`src/common/rld_pkg.sv`:
```
// Register map, field layout, reset values and timing of the RGB LED
// driver control bank. Shared by the design and the bench.
package rld_pkg;

  // Register offsets (byte addresses of an 8-bit register port)
  localparam logic [7:0] OFF_CHAN_CTRL = 8'h00;
  localparam logic [7:0] OFF_RED_DRV = 8'h01;
  localparam logic [7:0] OFF_GREEN_DRV = 8'h02;
  localparam logic [7:0] OFF_BLUE_DRV = 8'h03;
  localparam logic [7:0] OFF_DIM = 8'h04;
  localparam logic [7:0] OFF_BOOST = 8'h05;
  localparam logic [7:0] OFF_SYS_CTRL = 8'h06;
  localparam logic [7:0] OFF_STATUS = 8'h07;

  // Channel control fields
  localparam int CH_SEQ_LSB = 6;
  localparam int CH_FADE = 5;
  localparam int CH_PWM_FAST = 4;
  localparam int CH_AUTO_COMP = 3;
  localparam int CH_EN_BLUE = 2;
  localparam int CH_EN_GREEN = 1;
  localparam int CH_EN_RED = 0;

  // Dimming level fields
  localparam int DIM_OVERRIDE = 3;
  localparam int DIM_CODE_LSB = 0;

  // System control fields
  localparam int SYS_TEMP_REF = 5;
  localparam int SYS_SENSE_SEL = 4;
  localparam int SYS_DUMMY_LOAD = 3;
  localparam int SYS_BOOST_AUTO = 2;
  localparam int SYS_BOOST_EN = 1;
  localparam int SYS_ACTIVE = 0;

  // Reset values
  localparam logic [7:0] RST_CHAN_CTRL = 8'h10;
  localparam logic [7:0] RST_DRV = 8'h55;
  localparam logic [7:0] RST_DIM = 8'h00;
  localparam logic [7:0] RST_BOOST = 8'h00;
  localparam logic [7:0] RST_SYS_CTRL = 8'h04;

  // Writable bits; all others are read-only zero
  localparam logic [7:0] WM_CHAN_CTRL = 8'hFF;
  localparam logic [7:0] WM_DRV = 8'hFF;
  localparam logic [7:0] WM_DIM = 8'h0F;
  localparam logic [7:0] WM_BOOST = 8'h1F;
  localparam logic [7:0] WM_SYS_CTRL = 8'h3F;

  // Boost target code range, 1 V per step
  localparam logic [4:0] BOOST_MIN = 5'h05;
  localparam logic [4:0] BOOST_MAX = 5'h14;

  // Dim multiplier of one, in 1/128 units
  localparam logic [7:0] DIM_FULL = 8'h80;

  // PWM rates and clock
  localparam int CLK_HZ = 125_000_000;
  localparam int PWM_SLOW_HZ = 1220;
  localparam int PWM_FAST_HZ = 19520;
  localparam int PWM_SLOW_CYC = CLK_HZ / PWM_SLOW_HZ;
  localparam int PWM_FAST_CYC = CLK_HZ / PWM_FAST_HZ;

  // Pulse ordering modes
  typedef enum logic [1:0] {
    SEQ_OVERLAP,
    SEQ_TWO,
    SEQ_THREE,
    SEQ_FOUR
  } rld_seq_t;

endpackage : rld_pkg

```
`src/verilog/rld_regs.sv`:
```
// Control register bank of an RGB backlight LED driver with PWM
// period timing and drive selection for the current sinks and boost.
// Assumes a same-clock register master and an asynchronous dim pin.
//
// Summary of operation
// - Top two channel bits pick overlap or sequential 2, 3, 4 pulses.
// - Channel bit 5 enables automatic fade; resets to zero.
// - Channel bit 4 picks 1.22 kHz or 19.52 kHz PWM; resets to one.
// - Channel bit 3 enables temperature compensation; resets to zero.
// - Channel bits 0 to 2 enable red, green, blue outputs; reset zero.
// - Each colour has an 8-bit linear drive code, 0.234 mA per step.
// - Drive codes reset to 55 hex, about 20 mA.
// - Override clear takes brightness from pin; set from dim code.
// - Three-bit dim code gives a multiplier doubling per step.
// - Boost code bits 4 to 0 set 5 V to 20 V in 1 V steps.
// - System bit 5 picks external sensor or red LED voltage.
// - System bit 4 picks first or second sensor input.
// - System bit 3 controls the boost dummy loader.
// - System bit 2 picks manual or adaptive boost; resets to one.
// - System bit 1 enables the boost converter; resets to zero.
// - System bit 0 clear keeps the device in standby; resets zero.
// - With compensation on, drive codes come from calibration memory.
//
// The address-and-strobe port was left to the implementer.
`timescale 1ns/100ps
module rld_regs #(
  parameter int SLOW_DIV = rld_pkg::PWM_SLOW_CYC,
  parameter int FAST_DIV = rld_pkg::PWM_FAST_CYC
) (
  input wire logic clk_sys,
  input wire logic sys_rst,
  input wire logic [7:0] reg_addr,
  input wire logic [7:0] reg_wdata,
  input wire logic reg_wr,
  input wire logic reg_rd,
  output logic [7:0] reg_rdata,
  input wire logic ext_dim_pin,
  input wire logic [7:0] cal_red_code,
  input wire logic [7:0] cal_green_code,
  input wire logic [7:0] cal_blue_code,
  output logic led_en_red,
  output logic led_en_green,
  output logic led_en_blue,
  output logic [7:0] red_drive_code,
  output logic [7:0] green_drive_code,
  output logic [7:0] blue_drive_code,
  output logic [7:0] dim_mult,
  output logic fade_en,
  output logic comp_en,
  output logic temp_ref_sel,
  output logic sense_source_sel,
  output logic dummy_load_en,
  output logic boost_en,
  output logic boost_auto,
  output logic [4:0] boost_target,
  output logic pwm_fast,
  output logic pwm_period_tick,
  output logic [1:0] pwm_slot,
  output logic device_active
);

  localparam int DIV_W = $clog2(SLOW_DIV + 1);

  // Counter width follows the slow divider; fast must fit under it
  generate
    if (SLOW_DIV < 2 || FAST_DIV < 2 || FAST_DIV > SLOW_DIV) begin : g_chk
      $error("rld_regs: PWM dividers out of range");
    end
  endgenerate

  // Address match used by every write and by the read mux
  function automatic logic hit(input logic [7:0] a,
                               input logic [7:0] off);
    hit = (a == off);
  endfunction : hit

  logic [7:0] chan_r;
  logic [7:0] dim_r;
  logic [7:0] boost_r;
  logic [7:0] sys_r;
  logic [7:0] drv_r [3];
  logic [7:0] cal_code [3];
  logic [7:0] drv_out_r [3];
  logic en_out_r [3];
  logic [7:0] rdata_nxt;
  logic [7:0] rdata_r;
  logic dim_s1_r;
  logic dim_s2_r;
  logic [DIV_W-1:0] div_r;
  logic [DIV_W-1:0] div_lim;
  logic tick_r;
  logic [1:0] slot_r;
  logic [7:0] dim_out_r;
  logic [4:0] boost_out_r;
  logic active;
  logic [1:0] seq_mode;

  assign active = sys_r[rld_pkg::SYS_ACTIVE];
  assign seq_mode = chan_r[rld_pkg::CH_SEQ_LSB +: 2];
  assign cal_code[0] = cal_red_code;
  assign cal_code[1] = cal_green_code;
  assign cal_code[2] = cal_blue_code;

  // Channel control, only writable bits follow the write
  always_ff @(posedge clk_sys or posedge sys_rst) begin
    if (sys_rst) begin
      chan_r <= rld_pkg::RST_CHAN_CTRL;
    end else if (reg_wr && hit(reg_addr, rld_pkg::OFF_CHAN_CTRL)) begin
      chan_r <= reg_wdata & rld_pkg::WM_CHAN_CTRL;
    end
  end

  // Dimming level; upper bits stay zero
  always_ff @(posedge clk_sys or posedge sys_rst) begin
    if (sys_rst) begin
      dim_r <= rld_pkg::RST_DIM;
    end else if (reg_wr && hit(reg_addr, rld_pkg::OFF_DIM)) begin
      dim_r <= reg_wdata & rld_pkg::WM_DIM;
    end
  end

  // Boost voltage code; out-of-range codes are kept for readback
  always_ff @(posedge clk_sys or posedge sys_rst) begin
    if (sys_rst) begin
      boost_r <= rld_pkg::RST_BOOST;
    end else if (reg_wr && hit(reg_addr, rld_pkg::OFF_BOOST)) begin
      boost_r <= reg_wdata & rld_pkg::WM_BOOST;
    end
  end

  // System control
  always_ff @(posedge clk_sys or posedge sys_rst) begin
    if (sys_rst) begin
      sys_r <= rld_pkg::RST_SYS_CTRL;
    end else if (reg_wr && hit(reg_addr, rld_pkg::OFF_SYS_CTRL)) begin
      sys_r <= reg_wdata & rld_pkg::WM_SYS_CTRL;
    end
  end

  // One drive code register and one sink code per colour
  generate
    for (genvar c = 0; c < 3; c++) begin : g_col
      localparam logic [7:0] OFF = rld_pkg::OFF_RED_DRV + 8'(c);

      always_ff @(posedge clk_sys or posedge sys_rst) begin
        if (sys_rst) begin
          drv_r[c] <= rld_pkg::RST_DRV;
        end else if (reg_wr && hit(reg_addr, OFF)) begin
          drv_r[c] <= reg_wdata & rld_pkg::WM_DRV;
        end
      end

      // Calibration data replaces the code under compensation
      always_ff @(posedge clk_sys or posedge sys_rst) begin
        if (sys_rst) begin
          drv_out_r[c] <= rld_pkg::RST_DRV;
        end else if (chan_r[rld_pkg::CH_AUTO_COMP]) begin
          drv_out_r[c] <= cal_code[c];
        end else begin
          drv_out_r[c] <= drv_r[c];
        end
      end

      // Outputs stay off in standby whatever the enables say
      always_ff @(posedge clk_sys or posedge sys_rst) begin
        if (sys_rst) begin
          en_out_r[c] <= 1'b0;
        end else begin
          en_out_r[c] <= chan_r[rld_pkg::CH_EN_RED + c] && active;
        end
      end
    end
  endgenerate

  // Read mux; unmapped offsets read zero
  always_comb begin
    rdata_nxt = 8'h00;
    if (hit(reg_addr, rld_pkg::OFF_CHAN_CTRL)) begin
      rdata_nxt = chan_r;
    end else if (hit(reg_addr, rld_pkg::OFF_RED_DRV)) begin
      rdata_nxt = drv_r[0];
    end else if (hit(reg_addr, rld_pkg::OFF_GREEN_DRV)) begin
      rdata_nxt = drv_r[1];
    end else if (hit(reg_addr, rld_pkg::OFF_BLUE_DRV)) begin
      rdata_nxt = drv_r[2];
    end else if (hit(reg_addr, rld_pkg::OFF_DIM)) begin
      rdata_nxt = dim_r;
    end else if (hit(reg_addr, rld_pkg::OFF_BOOST)) begin
      rdata_nxt = boost_r;
    end else if (hit(reg_addr, rld_pkg::OFF_SYS_CTRL)) begin
      rdata_nxt = sys_r;
    end else if (hit(reg_addr, rld_pkg::OFF_STATUS)) begin
      rdata_nxt = {3'h0, dim_s2_r, tick_r, slot_r, active};
    end
  end

  // Read data stands only in the cycle after the strobe
  always_ff @(posedge clk_sys or posedge sys_rst) begin
    if (sys_rst) begin
      rdata_r <= 8'h00;
    end else if (reg_rd) begin
      rdata_r <= rdata_nxt;
    end else begin
      rdata_r <= 8'h00;
    end
  end

  // Dim pin is asynchronous: two flops before any use
  always_ff @(posedge clk_sys or posedge sys_rst) begin
    if (sys_rst) begin
      dim_s1_r <= 1'b0;
      dim_s2_r <= 1'b0;
    end else begin
      dim_s1_r <= ext_dim_pin;
      dim_s2_r <= dim_s1_r;
    end
  end

  // Multiplier in 1/128 units: code 7 is 1.000, code 0 is 1/128
  always_ff @(posedge clk_sys or posedge sys_rst) begin
    if (sys_rst) begin
      dim_out_r <= 8'h00;
    end else if (dim_r[rld_pkg::DIM_OVERRIDE]) begin
      dim_out_r <= 8'h01 << dim_r[rld_pkg::DIM_CODE_LSB +: 3];
    end else if (dim_s2_r) begin
      dim_out_r <= rld_pkg::DIM_FULL;
    end else begin
      dim_out_r <= 8'h00;
    end
  end

  // Manual target clamped into the documented 5 V to 20 V span
  always_ff @(posedge clk_sys or posedge sys_rst) begin
    if (sys_rst) begin
      boost_out_r <= rld_pkg::BOOST_MIN;
    end else if (boost_r[4:0] < rld_pkg::BOOST_MIN) begin
      boost_out_r <= rld_pkg::BOOST_MIN;
    end else if (boost_r[4:0] > rld_pkg::BOOST_MAX) begin
      boost_out_r <= rld_pkg::BOOST_MAX;
    end else begin
      boost_out_r <= boost_r[4:0];
    end
  end

  // Period limit follows the rate bit live
  assign div_lim = chan_r[rld_pkg::CH_PWM_FAST]
                 ? DIV_W'(FAST_DIV - 1)
                 : DIV_W'(SLOW_DIV - 1);

  // PWM period counter; held in standby. A >= compare lets a switch
  // to the fast rate wrap at once rather than run a long period.
  always_ff @(posedge clk_sys or posedge sys_rst) begin
    if (sys_rst) begin
      div_r <= '0;
      tick_r <= 1'b0;
    end else if (!active) begin
      div_r <= '0;
      tick_r <= 1'b0;
    end else if (div_r >= div_lim) begin
      div_r <= '0;
      tick_r <= 1'b1;
    end else begin
      div_r <= div_r + 1'b1;
      tick_r <= 1'b0;
    end
  end

  // Pulse slot: one colour per period in sequential modes
  always_ff @(posedge clk_sys or posedge sys_rst) begin
    if (sys_rst) begin
      slot_r <= 2'h0;
    end else begin
      case (rld_pkg::rld_seq_t'(seq_mode))
        rld_pkg::SEQ_OVERLAP: begin
          slot_r <= 2'h0;
        end
        rld_pkg::SEQ_TWO, rld_pkg::SEQ_THREE,
        rld_pkg::SEQ_FOUR: begin
          // Each slot lasts a whole period; wrap on a tick, or at once if the slot is above the mode
          if (!active) begin
            slot_r <= 2'h0;
          end else if (slot_r > seq_mode) begin
            slot_r <= 2'h0;
          end else if (tick_r && slot_r == seq_mode) begin
            slot_r <= 2'h0;
          end else if (tick_r) begin
            slot_r <= slot_r + 2'h1;
          end
        end
        default: begin
          slot_r <= 2'h0;
        end
      endcase
    end
  end

  // Flag fields straight from chan_r and sys_r, the rest from their output flops; boost_en is also gated by active
  assign reg_rdata = rdata_r;
  assign led_en_red = en_out_r[0];
  assign led_en_green = en_out_r[1];
  assign led_en_blue = en_out_r[2];
  assign red_drive_code = drv_out_r[0];
  assign green_drive_code = drv_out_r[1];
  assign blue_drive_code = drv_out_r[2];
  assign dim_mult = dim_out_r;
  assign fade_en = chan_r[rld_pkg::CH_FADE];
  assign comp_en = chan_r[rld_pkg::CH_AUTO_COMP];
  assign pwm_fast = chan_r[rld_pkg::CH_PWM_FAST];
  assign temp_ref_sel = sys_r[rld_pkg::SYS_TEMP_REF];
  assign sense_source_sel = sys_r[rld_pkg::SYS_SENSE_SEL];
  assign dummy_load_en = sys_r[rld_pkg::SYS_DUMMY_LOAD];
  assign boost_auto = sys_r[rld_pkg::SYS_BOOST_AUTO];
  assign boost_en = sys_r[rld_pkg::SYS_BOOST_EN] && active;
  assign boost_target = boost_out_r;
  assign pwm_period_tick = tick_r;
  assign pwm_slot = slot_r;
  assign device_active = active;

endmodule : rld_regs

```
`config.mk`:
```
export PLATFORM = sky130hd
export DESIGN_NAME = rld_regs
export DESIGN_NICKNAME = d
export VERILOG_FILES = /design/src/common/rld_pkg.sv /design/src/verilog/rld_regs.sv
export SDC_FILE = /design/constraint.sdc
export NUM_CORES = 1
export LEC_CHECK = 0
export BUFFER_PORTS_ARGS = -buffer_cell sky130_fd_sc_hd__buf_4
export CORE_ASPECT_RATIO = 1.2
export CORE_MARGIN = 1.5
export CORE_UTILIZATION = 50
export CTS_CLUSTER_DIAMETER = 200
export DETAILED_ROUTE_END_ITERATION = 6
export PLACE_DENSITY = 0.79
export SLEW_MARGIN = 20
export SYNTH_ARGS = -nofsm -noshare
export SYNTH_HDL_FRONTEND = slang
export SYNTH_SLANG_ARGS = --single-unit
export TNS_END_PERCENT = 100
```
`constraint.sdc`:
```
create_clock -name clk_sys -period 3.76 [get_ports clk_sys]
set_input_delay 0.752 -clock clk_sys [delete_from_list [all_inputs] [get_ports clk_sys]]
set_output_delay 0.752 -clock clk_sys [all_outputs]
set_load 0.02 [all_outputs]
```
# Yosys cells after proc, flatten, opt, wreduce, memory -nomap -nowiden
# Index checks and enable logic that the tools add are counted.
[op_classes] order_cmp=4 add_sub_neg=2 reduce_logical=15 shift=1 eq_ne=12 mux=26
[ops] operator="8-bit 2-to-1 mux" count=10
[ops] operator="17-bit 2-to-1 mux" count=3
[ops] operator="8-bit by 3-bit equality test with 1-bit output (second input constant)" count=4
[ops] operator="6-bit 2-to-1 mux" count=3
[ops] operator="17-bit by 1-bit adder with 17-bit output (second input constant)" count=1
[ops] operator="17-bit >= comparator" count=1
[ops] operator="8-bit by 2-bit equality test with 1-bit output (second input constant)" count=2
[ops] operator="5-bit 2-to-1 mux" count=3
[ops] operator="1-bit logical AND" count=12
[ops] operator="8-bit by 1-bit equality test with 1-bit output (second input constant)" count=1
[ops] operator="8-bit logical NOT" count=1
[ops] operator="2-bit 2-to-1 mux" count=4
[ops] operator="1-bit by 3-bit left shift with 8-bit output (first input constant)" count=1
[ops] operator="5-bit > comparator (second input constant)" count=1
[ops] operator="5-bit by 3-bit less-than comparator with 1-bit output (second input constant)" count=1
[ops] operator="5-bit != test (second input constant)" count=1
[ops] operator="2-bit equality test (second input constant)" count=2
[ops] operator="2-bit case mux with 2 select lines" count=1
[ops] operator="3-bit OR reduction" count=1
[ops] operator="2-bit by 1-bit adder with 2-bit output (second input constant)" count=1
[ops] operator="2-bit by 1-bit equality test with 1-bit output (second input constant)" count=1
[ops] operator="2-bit equality test" count=1
[ops] operator="2-bit > comparator" count=1
[ops] operator="2-bit logical NOT" count=1
[ops] operator="1-bit 2-to-1 mux" count=2
[word_totals] reg_bits=117 wordCells=81 in_bits=45

# Longest topological paths before layout
# Gate-level depths: netlist of run 1.
[depth] ltp_word=10 depth_mapped=8 ltp_nobuf=7

# Worst setup path after synthesis of run 1
# No wires, ideal clock.
[synth_timing] path_kind="register to register" start="register chan_r[4]" end="register div_r[10]" arrival_time_ns=1.880 n_path_buf=1 required_time_ns=3.641 setup_ns=0.119 stages_incl_launch_ff=9 path_slack_ns=1.761 path_cell_list="dfstp_2 inv_1 ha_1 nand4bb_1 nor4_1 o31ai_2 nand3_2 buf_4 nor2_1"
[synth_via] elab_chain_cells=4
[synth_rtl] item="start: declaration" line_no="rld_regs.sv:77" text="logic [7:0] chan_r;"
[synth_rtl] item="start signal: assignment" line_no="rld_regs.sv:107" text="chan_r <= rld_pkg::RST_CHAN_CTRL;"
[synth_rtl] item="start signal: assignment" line_no="rld_regs.sv:109" text="chan_r <= reg_wdata & rld_pkg::WM_CHAN_CTRL;"
[synth_rtl] item="17-bit 2-to-1 mux" line_no="rld_regs.sv:247" text="? DIV_W'(FAST_DIV - 1)"
[synth_rtl] item="17-bit >= comparator" line_no="rld_regs.sv:259" text="end else if (div_r >= div_lim) begin"
[synth_rtl] item="17-bit 2-to-1 mux" line_no="rld_regs.sv:259"
[synth_rtl] item="17-bit 2-to-1 mux" line_no="rld_regs.sv:256" text="end else if (!active) begin"
[synth_rtl] item="end signal: assignment" line_no="rld_regs.sv:263" text="div_r <= div_r + 1'b1;"
[synth_rtl] item="end: declaration" line_no="rld_regs.sv:89" text="logic [DIV_W-1:0] div_r;"
# Every way passes these cells.
# A chain may end at the register's enable or synchronous reset.

# Worst setup path in the final report of run 1
[layout_timing] start="register chan_r[4]" end="register div_r[11]"
# The elaborated chain is that of the path after synthesis.

==> impl_metrics.ini, run 1 <==
[critical_path]
startpoint_type = register
cp-startpoint = chan_r[4]
critPathMaxStageDelay_ns = 0.65
cp_cell_sequence = inv_1 -> ha_1 -> nand4bb_1 -> nor4_1 -> o21ai_1 -> nand3_2 -> nor2_1
r2r_start = chan_r[4]
worstPathArrival_ns = 2.51
cp_max_fo = 17
cp-end-kind = register
critical_path.slowest_cell = dfstp_2
reg2reg_to = div_r[11]
cp.required_ns = 4.05
crit_type = register to register
r2r_slack_ns = 1.54
r2r_cells = 7

[floorplanning]
io_pins = 105
die_x_microns = 97.09
dieArea_sq_mm = 0.01125
initial_core_util = 0.5100
core_area_sq_mm = 0.01041
num_rows = 41
die_h_microns = 115.9

[placed_design]
place_ws_ns = 1.443
port_buffers = 104
gp_congestion = 0.8197
placed_cells = 618
place_area_sq_mm = 0.006221
dpl.hpwl_microns = 8111

[yosys]
synth_cells = 395
synth.avg_cell_area_sq_um = 13.45
ys_seq_area_frac = 0.5578
ys.warnings.count = 0
synth_ff_type = dfrtp_1
synth_area_sq_mm = 0.005311
synth_enable_flop_cells = 0
yosys_register_bits = 117
syn_nets = 451
ys_types = 51
synthArstFlopShare = 1.000

[timing]
setup_violations = 0
hold_viol = 0
fin_tns_setup_ns = 0
maxSlewHeadroom = 0.6310
fmax_mhz = 450.4
timing.final.ws_setup_ns = 1.540
hold_slack_ns = 0.3421
min_period_over_period = 0.5905
rsz0062_at_grt = no
worst_slew_pin_slew_ns = 0.5523
fin_skew_ns = 0.006738
period_needed_ns = 2.220
slew_viol_final = 0

[routing]
vias = 3565
wirelength_microns = 11730
first_iter_violations = 141
avgViaCountPerCell = 5.485
detail-route-antenna-nets = 0
routedWlPerCell_microns = 18.05
dr.pass1.iters = 5
drc = 0

[pwr]
pwr_density_cell_mw_per_mm2 = 486.4
worst_ir_drop_vdd_uv = 303.5
power_mw = 3.334
p_leak_nw = 3.310

[min_path]
holdPathEnd = dim_s2_r
hold_depth = 0
hp-class = register to register
hold_start = dim_s1_r

[run_status]
outcome = complete, no violations

[clock_network]
cts_buffer_depth = 2
cts_setup_buffers = 0
numClockSinks = 117
cts_buffers = 17
cts_tree = built
ctsResizeCount = 0
htreeDepth = 4
root_buffer = clkbuf_16
hold_buffers = 0
clkTransAtPathRegs_ns = 0.05
clk_latency_ns = 0.42

[global_route]
grt.overflow.total = 0
grt_max_degree = 58
grt_pass1_vias = 3851
grt_antenna_before_repair = 0
grt_busiest_layer = met2
grt_pass1_wl_microns = 19140
use_met3 = 0.06695
use_met2 = 0.4023
grt_usage = 0.2222
grt_use_met1 = 0.2442

[run]
max_cap_violations = 0

[finish]
fin_nets = 564
fin_util = 0.6582
layout-drive-gt1-share = 0.5067
n_antenna_cell = 0
syn_to_final_growth_pct = 29.05
seqCellArea_sq_mm = 0.002963
fillers = 742
layoutNonFillerInstCount = 650
multi_input_area_sq_mm = 0.002240
fin_area_sq_mm = 0.006854
[logic make-up (layout without fill, tap and decap cells)]
logic type	count (synthesis)	count (layout)	synth area share
AO/OA/AOI/OAI	26	26	0.03015
XOR/XNOR	15	15	0.02474
adder cells (fa/ha/maj)	11	11	0.02591
buffers and inverters	23	149	0.02049
flip-flops	117	117	0.5578
multiplexers	89	89	0.2155
AND/OR/NAND/NOR	114	114	0.1253
[critical path: cells and delay by family (launching register included)]
kind,cells,cell delay [ns]
fa+ha+maj,1,0.31
compound gates,1,0.13
buf+inv,1,0.10
simple gates,4,0.88
flops,1,0.65
[metal layers]
metal,vias up,wire length [microns]
li1,1627,-
met1,1808,4468
met2,107,6432
met3,23,570
met4,0,258
met5,-,0
[how the worst max path moves through the flow]
stage,to,slack (ns)
detailed placement,sys_r[0],1.44
CTS,div_r[11],1.51
global placement,sys_r[1],1.49
global route,div_r[11],1.33
finish,div_r[11],1.54
floorplan,blue_drive_code[1],1.60
[cells in the mapped netlist (4+ instances only)]
cell type / n / area share
nand3_1: 11 / 0.010
mux2_4: 14 / 0.040
a21oi_1: 9 / 0.0085
and3_1: 6 / 0.0071
dfrtp_1: 89 / 0.42
xor2_1: 6 / 0.0099
mux4_2: 9 / 0.038
nor3_1: 4 / 0.0038
nand2_1: 17 / 0.012
nor2_1: 35 / 0.025
mux2i_1: 9 / 0.017
nand2b_1: 5 / 0.0059
nor2b_1: 6 / 0.0071
and2_1: 4 / 0.0047
dfstp_2: 28 / 0.14
inv_1: 10 / 0.0071
mux2_2: 57 / 0.12
o21ai_0: 6 / 0.0057
xnor2_1: 9 / 0.015
ha_1: 11 / 0.026
[registers in the layout (all words and copies together) (netlist names)]
signal	flops
blue_drive_code	8
pwm_period_tick	1
pwm_slot	2
sys_r	6
drv_r	24
dim_s2_r	1
boost_r	5
led_en_blue	1
boost_target	5
dim_mult	8
red_drive_code	8
reg_rdata	8
div_r	17
led_en_green	1
led_en_red	1
dim_s1_r	1
green_drive_code	8
chan_r	8
dim_r	4
[cells in the final DEF (no fill, tap or decap), types with 6 or more instances in the layout]
cell       instances
a21oi_1            9
and3_1             6
buf_4            106
clkbuf_16         17
dfrtp_1           89
dfstp_2           28
ha_1              11
inv_1              9
mux2_2            57
mux2_4            14
mux2i_1            9
mux4_2             9
nand2_1           17
nand3_1           11
nor2_1            35
nor2b_1            6
o21ai_0            6
xnor2_1            9
xor2_1             6
[power by group]
group	internal [mW]	total [mW]	switching (mW)
Clock	1.14	1.71	0.572
Combinational	0.130	0.266	0.135
Sequential	1.32	1.36	0.0357
[area by class of cell]
cell class / count / area share
Sequential cell: 117 / 0.4323
Multi-Input combinational cell: 255 / 0.3268
Timing Repair Buffer: 107 / 0.1190
Clock buffer: 19 / 0.06608
Clock inverter: 13 / 0.02629
Tap cell: 129 / 0.02355
Inverter: 10 / 0.006024
No activity file was read; power rests on OpenSTA's default activity.
==> run 2: changes to the inputs <==
--- a/config.mk
+++ b/config.mk
@@ -5,13 +5,14 @@
 export SDC_FILE = /design/constraint.sdc
 export NUM_CORES = 1
 export LEC_CHECK = 0
+export ABC_AREA = 1
 export BUFFER_PORTS_ARGS = -buffer_cell sky130_fd_sc_hd__buf_4
 export CORE_ASPECT_RATIO = 1.2
 export CORE_MARGIN = 1.5
-export CORE_UTILIZATION = 50
+export CORE_UTILIZATION = 53
 export CTS_CLUSTER_DIAMETER = 200
 export DETAILED_ROUTE_END_ITERATION = 6
-export PLACE_DENSITY = 0.79
+export PLACE_DENSITY = 0.8
 export SLEW_MARGIN = 20
 export SYNTH_ARGS = -nofsm -noshare
 export SYNTH_HDL_FRONTEND = slang
==> constraint.sdc (replaced) <==
create_clock -name clk_sys -period 2.15 [get_ports clk_sys]
set_input_delay 0.43 -clock clk_sys [delete_from_list [all_inputs] [get_ports clk_sys]]
set_output_delay 0.43 -clock clk_sys [all_outputs]
set_load 0.02 [all_outputs]
==> impl_metrics.ini, run 2 <==
[timing]
fmax_mhz = 498.7
min_period_over_period = 0.9326
timing.final.ws_setup_ns = 0.1449
rsz0062_at_grt = yes
setup_violations = 0
worst_slew_pin_slew_ns = 0.5907
fin_skew_ns = 0.006582
period_needed_ns = 2.005
hold_viol = 0
maxSlewHeadroom = 0.6062
slew_viol_final = 0

[global_route]
grt_max_degree = 118
grt_antenna_before_repair = 0
grt_usage = 0.2508
grt_pass1_vias = 4482
grt.overflow.total = 0
grt_pass1_wl_microns = 22140

[critical_path]
cp.required_ns = 2.48
startpoint_type = register
cp_max_fo = 8
worstPathArrival_ns = 2.33
crit_type = register to register
cp-end-kind = register
critPathMaxStageDelay_ns = 0.62
critical_path.slowest_cell = dfstp_2
cp_cell_sequence = inv_1 -> ha_1 -> a21oi_1 -> o21a_1 -> nand2_1 -> nand3_1 -> nand3_1 -> nor3_1
cpMostUsedCell = nand3_1

[run_status]
outcome = complete, no violations

[pwr]
worst_ir_drop_vdd_uv = 512.6
power_mw = 5.757
p_leak_nw = 3.455
pwr_density_cell_mw_per_mm2 = 804.3

[clock_network]
htreeDepth = 4
cts_tree = built
clkTransAtPathRegs_ns = 0.05
hold_buffers = 0
ctsResizeCount = 0
cts_buffer_depth = 2
clk_latency_ns = 0.41
cts_buffers = 17
cts_setup_buffers = 0
root_buffer = clkbuf_16
numClockSinks = 117

[yosys]
ys_types = 41
synthArstFlopShare = 1.000
synth_cells = 598
ys.warnings.count = 0
yosysTopAreaCell = dfrtp_1
synth_top_cell_area_share = 0.3931
ys_seq_area_frac = 0.5230
yosys-top-cells-count = nand2_1, dfrtp_1, inv_1, nor2_1, dfstp_2
yosys_register_bits = 117
synth.area.top_cells = dfrtp_1, dfstp_2, nand2_1
synth_ff_type = dfrtp_1
syn_nets = 654
synth.avg_cell_area_sq_um = 9.474
yosysMostFrequentCell = nand2_1
synth_enable_flop_cells = 0
synth_area_sq_mm = 0.005665

[placed_design]
gp_congestion = 0.9420
port_buffers = 104
dpl.hpwl_microns = 9638
place_ws_ns = 0.08935

[floorplanning]
die_h_microns = 116.3
core_area_sq_mm = 0.01047
initial_core_util = 0.5414
die_x_microns = 97.38
num_rows = 41
io_pins = 105
dieArea_sq_mm = 0.01132

[finish]
n_antenna_cell = 0
final_common_cell = nand2_1
syn_to_final_growth_pct = 26.35
largest_registers = drv_r (24), div_r (17)
layout_common_cells = nand2_1, buf_4, dfrtp_1, inv_1, nor2_1
largest-register = drv_r
fin_nets = 762
layout-drive-gt1-share = 0.3519
largest_register_ffs = 24

[run]
max_cap_violations = 0

[routing]
drc = 0
routedWlPerCell_microns = 16.12
detail-route-antenna-nets = 0
avgViaCountPerCell = 5.316
wirelength_microns = 13670
first_iter_violations = 260
dr.pass1.iters = 5
vias = 4508

[min_path]
hp-class = input port to register
## run 2: changes by cell type in the layout (fill, tap and decap cells not counted), moves of 8 or more
| cell | delta |
|---|---|
| mux2_4 | -14 |
| inv_1 | +53 |
| mux4_2 | -9 |
| mux2_2 | -40 |
| a21oi_1 | +17 |
| nand3_1 | +9 |
| o21ai_2 | +24 |
| mux2i_1 | -9 |
| nand4_1 | +10 |
| nand2_1 | +114 |
| nor2_1 | +8 |
| o21ai_0 | +21 |
| o21ai_1 | +15 |
## run 2: metal layers
metal,part of all wire,track usage,routed length (microns),vias to the layer above
met1,0.40,0.3082,5503,2137
met4,0.038,0.1324,516,0
met3,0.060,0.04369,816,42
met5,0,0,0,-
li1,-,-,-,2159
met2,0.50,0.4287,6834,170
## run 2: path summary, 6_finish.rpt
path                             start     endpoint  slack, ns  depth (start not counted)
max                          chan_r[4]    div_r[12]       0.14                          8
min reg2reg                   dim_s1_r     dim_s2_r       0.35                          0
min                        ext_dim_pin     dim_s1_r       0.12                          1
max in group asynchronous      sys_rst     div_r[8]       1.52                          3
min in group asynchronous      sys_rst  dim_mult[6]       0.21                          3
max reg2reg                  chan_r[4]    div_r[12]       0.14                          8
## run 2: cell type report
type                            count  area [sq um]
Fill cell                         809          3307
Sequential cell                   117          2963
Multi-Input combinational cell    393          2307
Timing Repair Buffer              108         835.8
Clock buffer                       20         466.7
Inverter                           69         271.5
Tap cell                          129         161.4
Clock inverter                     12         152.6
## run 2: stage by stage
stage / cells / hold slack (ns) / TNS (ns) / util / cell area [sq um]
finish: 848 / 0.1246 / 0 / 0.6840 / 7158
global route: 848 / 0.1199 / -0.01223 / 0.6840 / 7158
CTS: 848 / 0.1232 / 0 / 0.6832 / 7149
detailed placement: 816 / 0.3409 / 0 / 0.6240 / 6530
global placement: 816 / 0.3326 / 0 / 0.6240 / 6530
floorplan: 598 / 0.3312 / 0 / - / 5669
## run 2: cell families (layout without fill, tap and decap cells)
group / Yosys count / count (layout) / synth area share
flip-flops: 117 / 117 / 0.5230
adder cells (fa/ha/maj): 11 / 11 / 0.02429
AND/OR/NAND/NOR: 248 / 248 / 0.2140
AO/OA/AOI/OAI: 105 / 105 / 0.1151
multiplexers: 17 / 17 / 0.03379
buffers and inverters: 88 / 209 / 0.07133
XOR/XNOR: 12 / 12 / 0.01855
## run 2: power by group
part / leakage (nW) / internal (mW) / switching (mW)
logic: 1.64 / 0.193 / 0.281
registers: 1.52 / 2.31 / 0.0604
clock network: 0.294 / 1.91 / 1.00
total: 3.45 / 4.41 / 1.34
## run 2: worst max-delay path: cells and delay by family (launching register included)
family,cells,cell delay (ns)
compound gates,2,0.27
fa+ha+maj,1,0.35
buf+inv,1,0.11
flops,1,0.62
simple gates,4,0.58
==> run 3: changes to the inputs <==
--- a/config.mk
+++ b/config.mk
@@ -8,7 +8,7 @@
 export ABC_AREA = 1
 export BUFFER_PORTS_ARGS = -buffer_cell sky130_fd_sc_hd__buf_4
 export CORE_ASPECT_RATIO = 1.2
-export CORE_MARGIN = 1.5
+export CORE_MARGIN = 3
 export CORE_UTILIZATION = 53
 export CTS_CLUSTER_DIAMETER = 200
 export DETAILED_ROUTE_END_ITERATION = 6
==> impl_metrics.ini, run 3 (same netlist as run 2, synthesis figures left out) <==
[pwr]
pwr_density_cell_mw_per_mm2 = 745.6
worst_ir_drop_vdd_uv = 524.8
p_leak_nw = 3.477
power_mw = 5.341

[finish]
largest_register_ffs = 24
layout_common_cells = nand2_1, buf_4, dfrtp_1, inv_1, nor2_1
syn_to_final_growth_pct = 26.44
largest-register = drv_r
fin_nets = 771
n_antenna_cell = 0
multi_input_area_sq_mm = 0.002344
layout-drive-gt1-share = 0.3558
final_common_cell = nand2_1
fillers = 762
seqCellArea_sq_mm = 0.002963
largest_registers = drv_r (24), div_r (17)
fin_area_sq_mm = 0.007163

[global_route]
grt_max_degree = 47
grt.overflow.total = 0
grt_antenna_before_repair = 0
grt_usage = 0.2523
grt_pass1_wl_microns = 23480
grt_pass1_vias = 4781

[floorplanning]
num_rows = 40
initial_core_util = 0.5549
io_pins = 105
die_x_microns = 100.4
dieArea_sq_mm = 0.01197
core_area_sq_mm = 0.01021
die_h_microns = 119.3

[routing]
drc = 0
first_iter_violations = 339
vias = 4745
dr.pass1.iters = 5
detail-route-antenna-nets = 0
avgViaCountPerCell = 5.556
routedWlPerCell_microns = 17.28
wirelength_microns = 14750

[timing]
timing.final.ws_setup_ns = 0.04498
worst_slew_pin_slew_ns = 0.6853
hold_viol = 0
fin_skew_ns = 0.008812
fmax_mhz = 475.1
period_needed_ns = 2.105
maxSlewHeadroom = 0.5432
setup_violations = 0
hold_slack_ns = 0.04826
slew_viol_final = 0
min_period_over_period = 0.9791

[clock_network]
clk_latency_ns = 0.41
cts_tree = built
htreeDepth = 4
numClockSinks = 117
clkTransAtPathRegs_ns = 0.05
root_buffer = clkbuf_16
cts_buffer_depth = 2
cts_buffers = 17

[placed_design]
port_buffers = 104
dpl.hpwl_microns = 10250
gp_congestion = 0.9352
place_ws_ns = -0.04285
place_area_sq_mm = 0.006554

[critical_path]
cp_max_fo = 7
cp_cell_sequence = inv_1 -> ha_1 -> nand2_1 -> o21ai_0 -> a21oi_2 -> buf_4 -> nand4_4 -> nor2_1
cp.required_ns = 2.48
critical_path.slowest_cell = dfstp_2
cp-end-kind = register
crit_buf_inv = 2
critPathMaxStageDelay_ns = 0.60
startpoint_type = register
crit_type = register to register
worstPathArrival_ns = 2.43
cp_top_family = flip-flops

[run_status]
outcome = complete, no violations

[run]
max_cap_violations = 0

[min_path]
hp-class = input port to asynchronous set/reset pin
[run 3: final cells by class]
cell class / instances / share of cell area
inverter: 69 / 0.03790
multi-input combinational: 394 / 0.3272
tap: 126 / 0.02201
timing repair buffer: 116 / 0.1268
clock buffer: 26 / 0.06830
sequential: 117 / 0.4136
clock inverter: 6 / 0.004192
[run 3: final timing paths]
check                           slack [ns]  cells after the start   startpoint     endpoint
worst max-delay path                  0.04                      8    chan_r[4]     div_r[6]
min in group clk_sys                  0.13                      1  ext_dim_pin     dim_s1_r
worst min-delay path                  0.05                      2      sys_rst  dim_mult[1]
worst max register to register        0.04                      8    chan_r[4]     div_r[6]
max in group asynchronous             1.45                      3      sys_rst    drv_r[12]
worst min register to register        0.35                      0     dim_s1_r     dim_s2_r
[run 3: power breakdown]
part	switching, mW	total [mW]	leakage, nW	internal, mW
Combinational	0.289	0.491	1.70	0.203
Sequential	0.0617	2.38	1.52	2.32
Clock	0.925	2.47	0.262	1.55
Total	1.28	5.34	3.48	4.07
[run 3: through the flow]
step / std cells / utilization / TNS (ns)
final: 854 / 0.7016 / 0
after global routing: 854 / 0.7016 / -0.6142
after CTS: 847 / 0.6936 / 0
after detailed placement: 815 / 0.6419 / -0.1451
after global placement: 815 / 0.6419 / 0
after floorplan: 598 / - / 0
[run 3: per-layer routing]
metal	global-route usage	part of all wire	wire (microns)	up-vias
li1	-	-	-	2200
met1	0.2844	0.36	5372	2294
met2	0.4449	0.53	7805	213
met3	0.06854	0.080	1180	38
met4	0.1019	0.027	395	0
met5	0	0	0	-
[run 3: what timing repair did]
| item | CTS | global route |
|---|---|---|
| setup buffers | 0 | 6 |
| hold buffers | 0 | 0 |
| setup endpoints to repair | 12 | 16 |
| gates resized for setup | 1 | 4 |
| pin swaps | 0 | 3 |
| gates cloned | 0 | 1 |
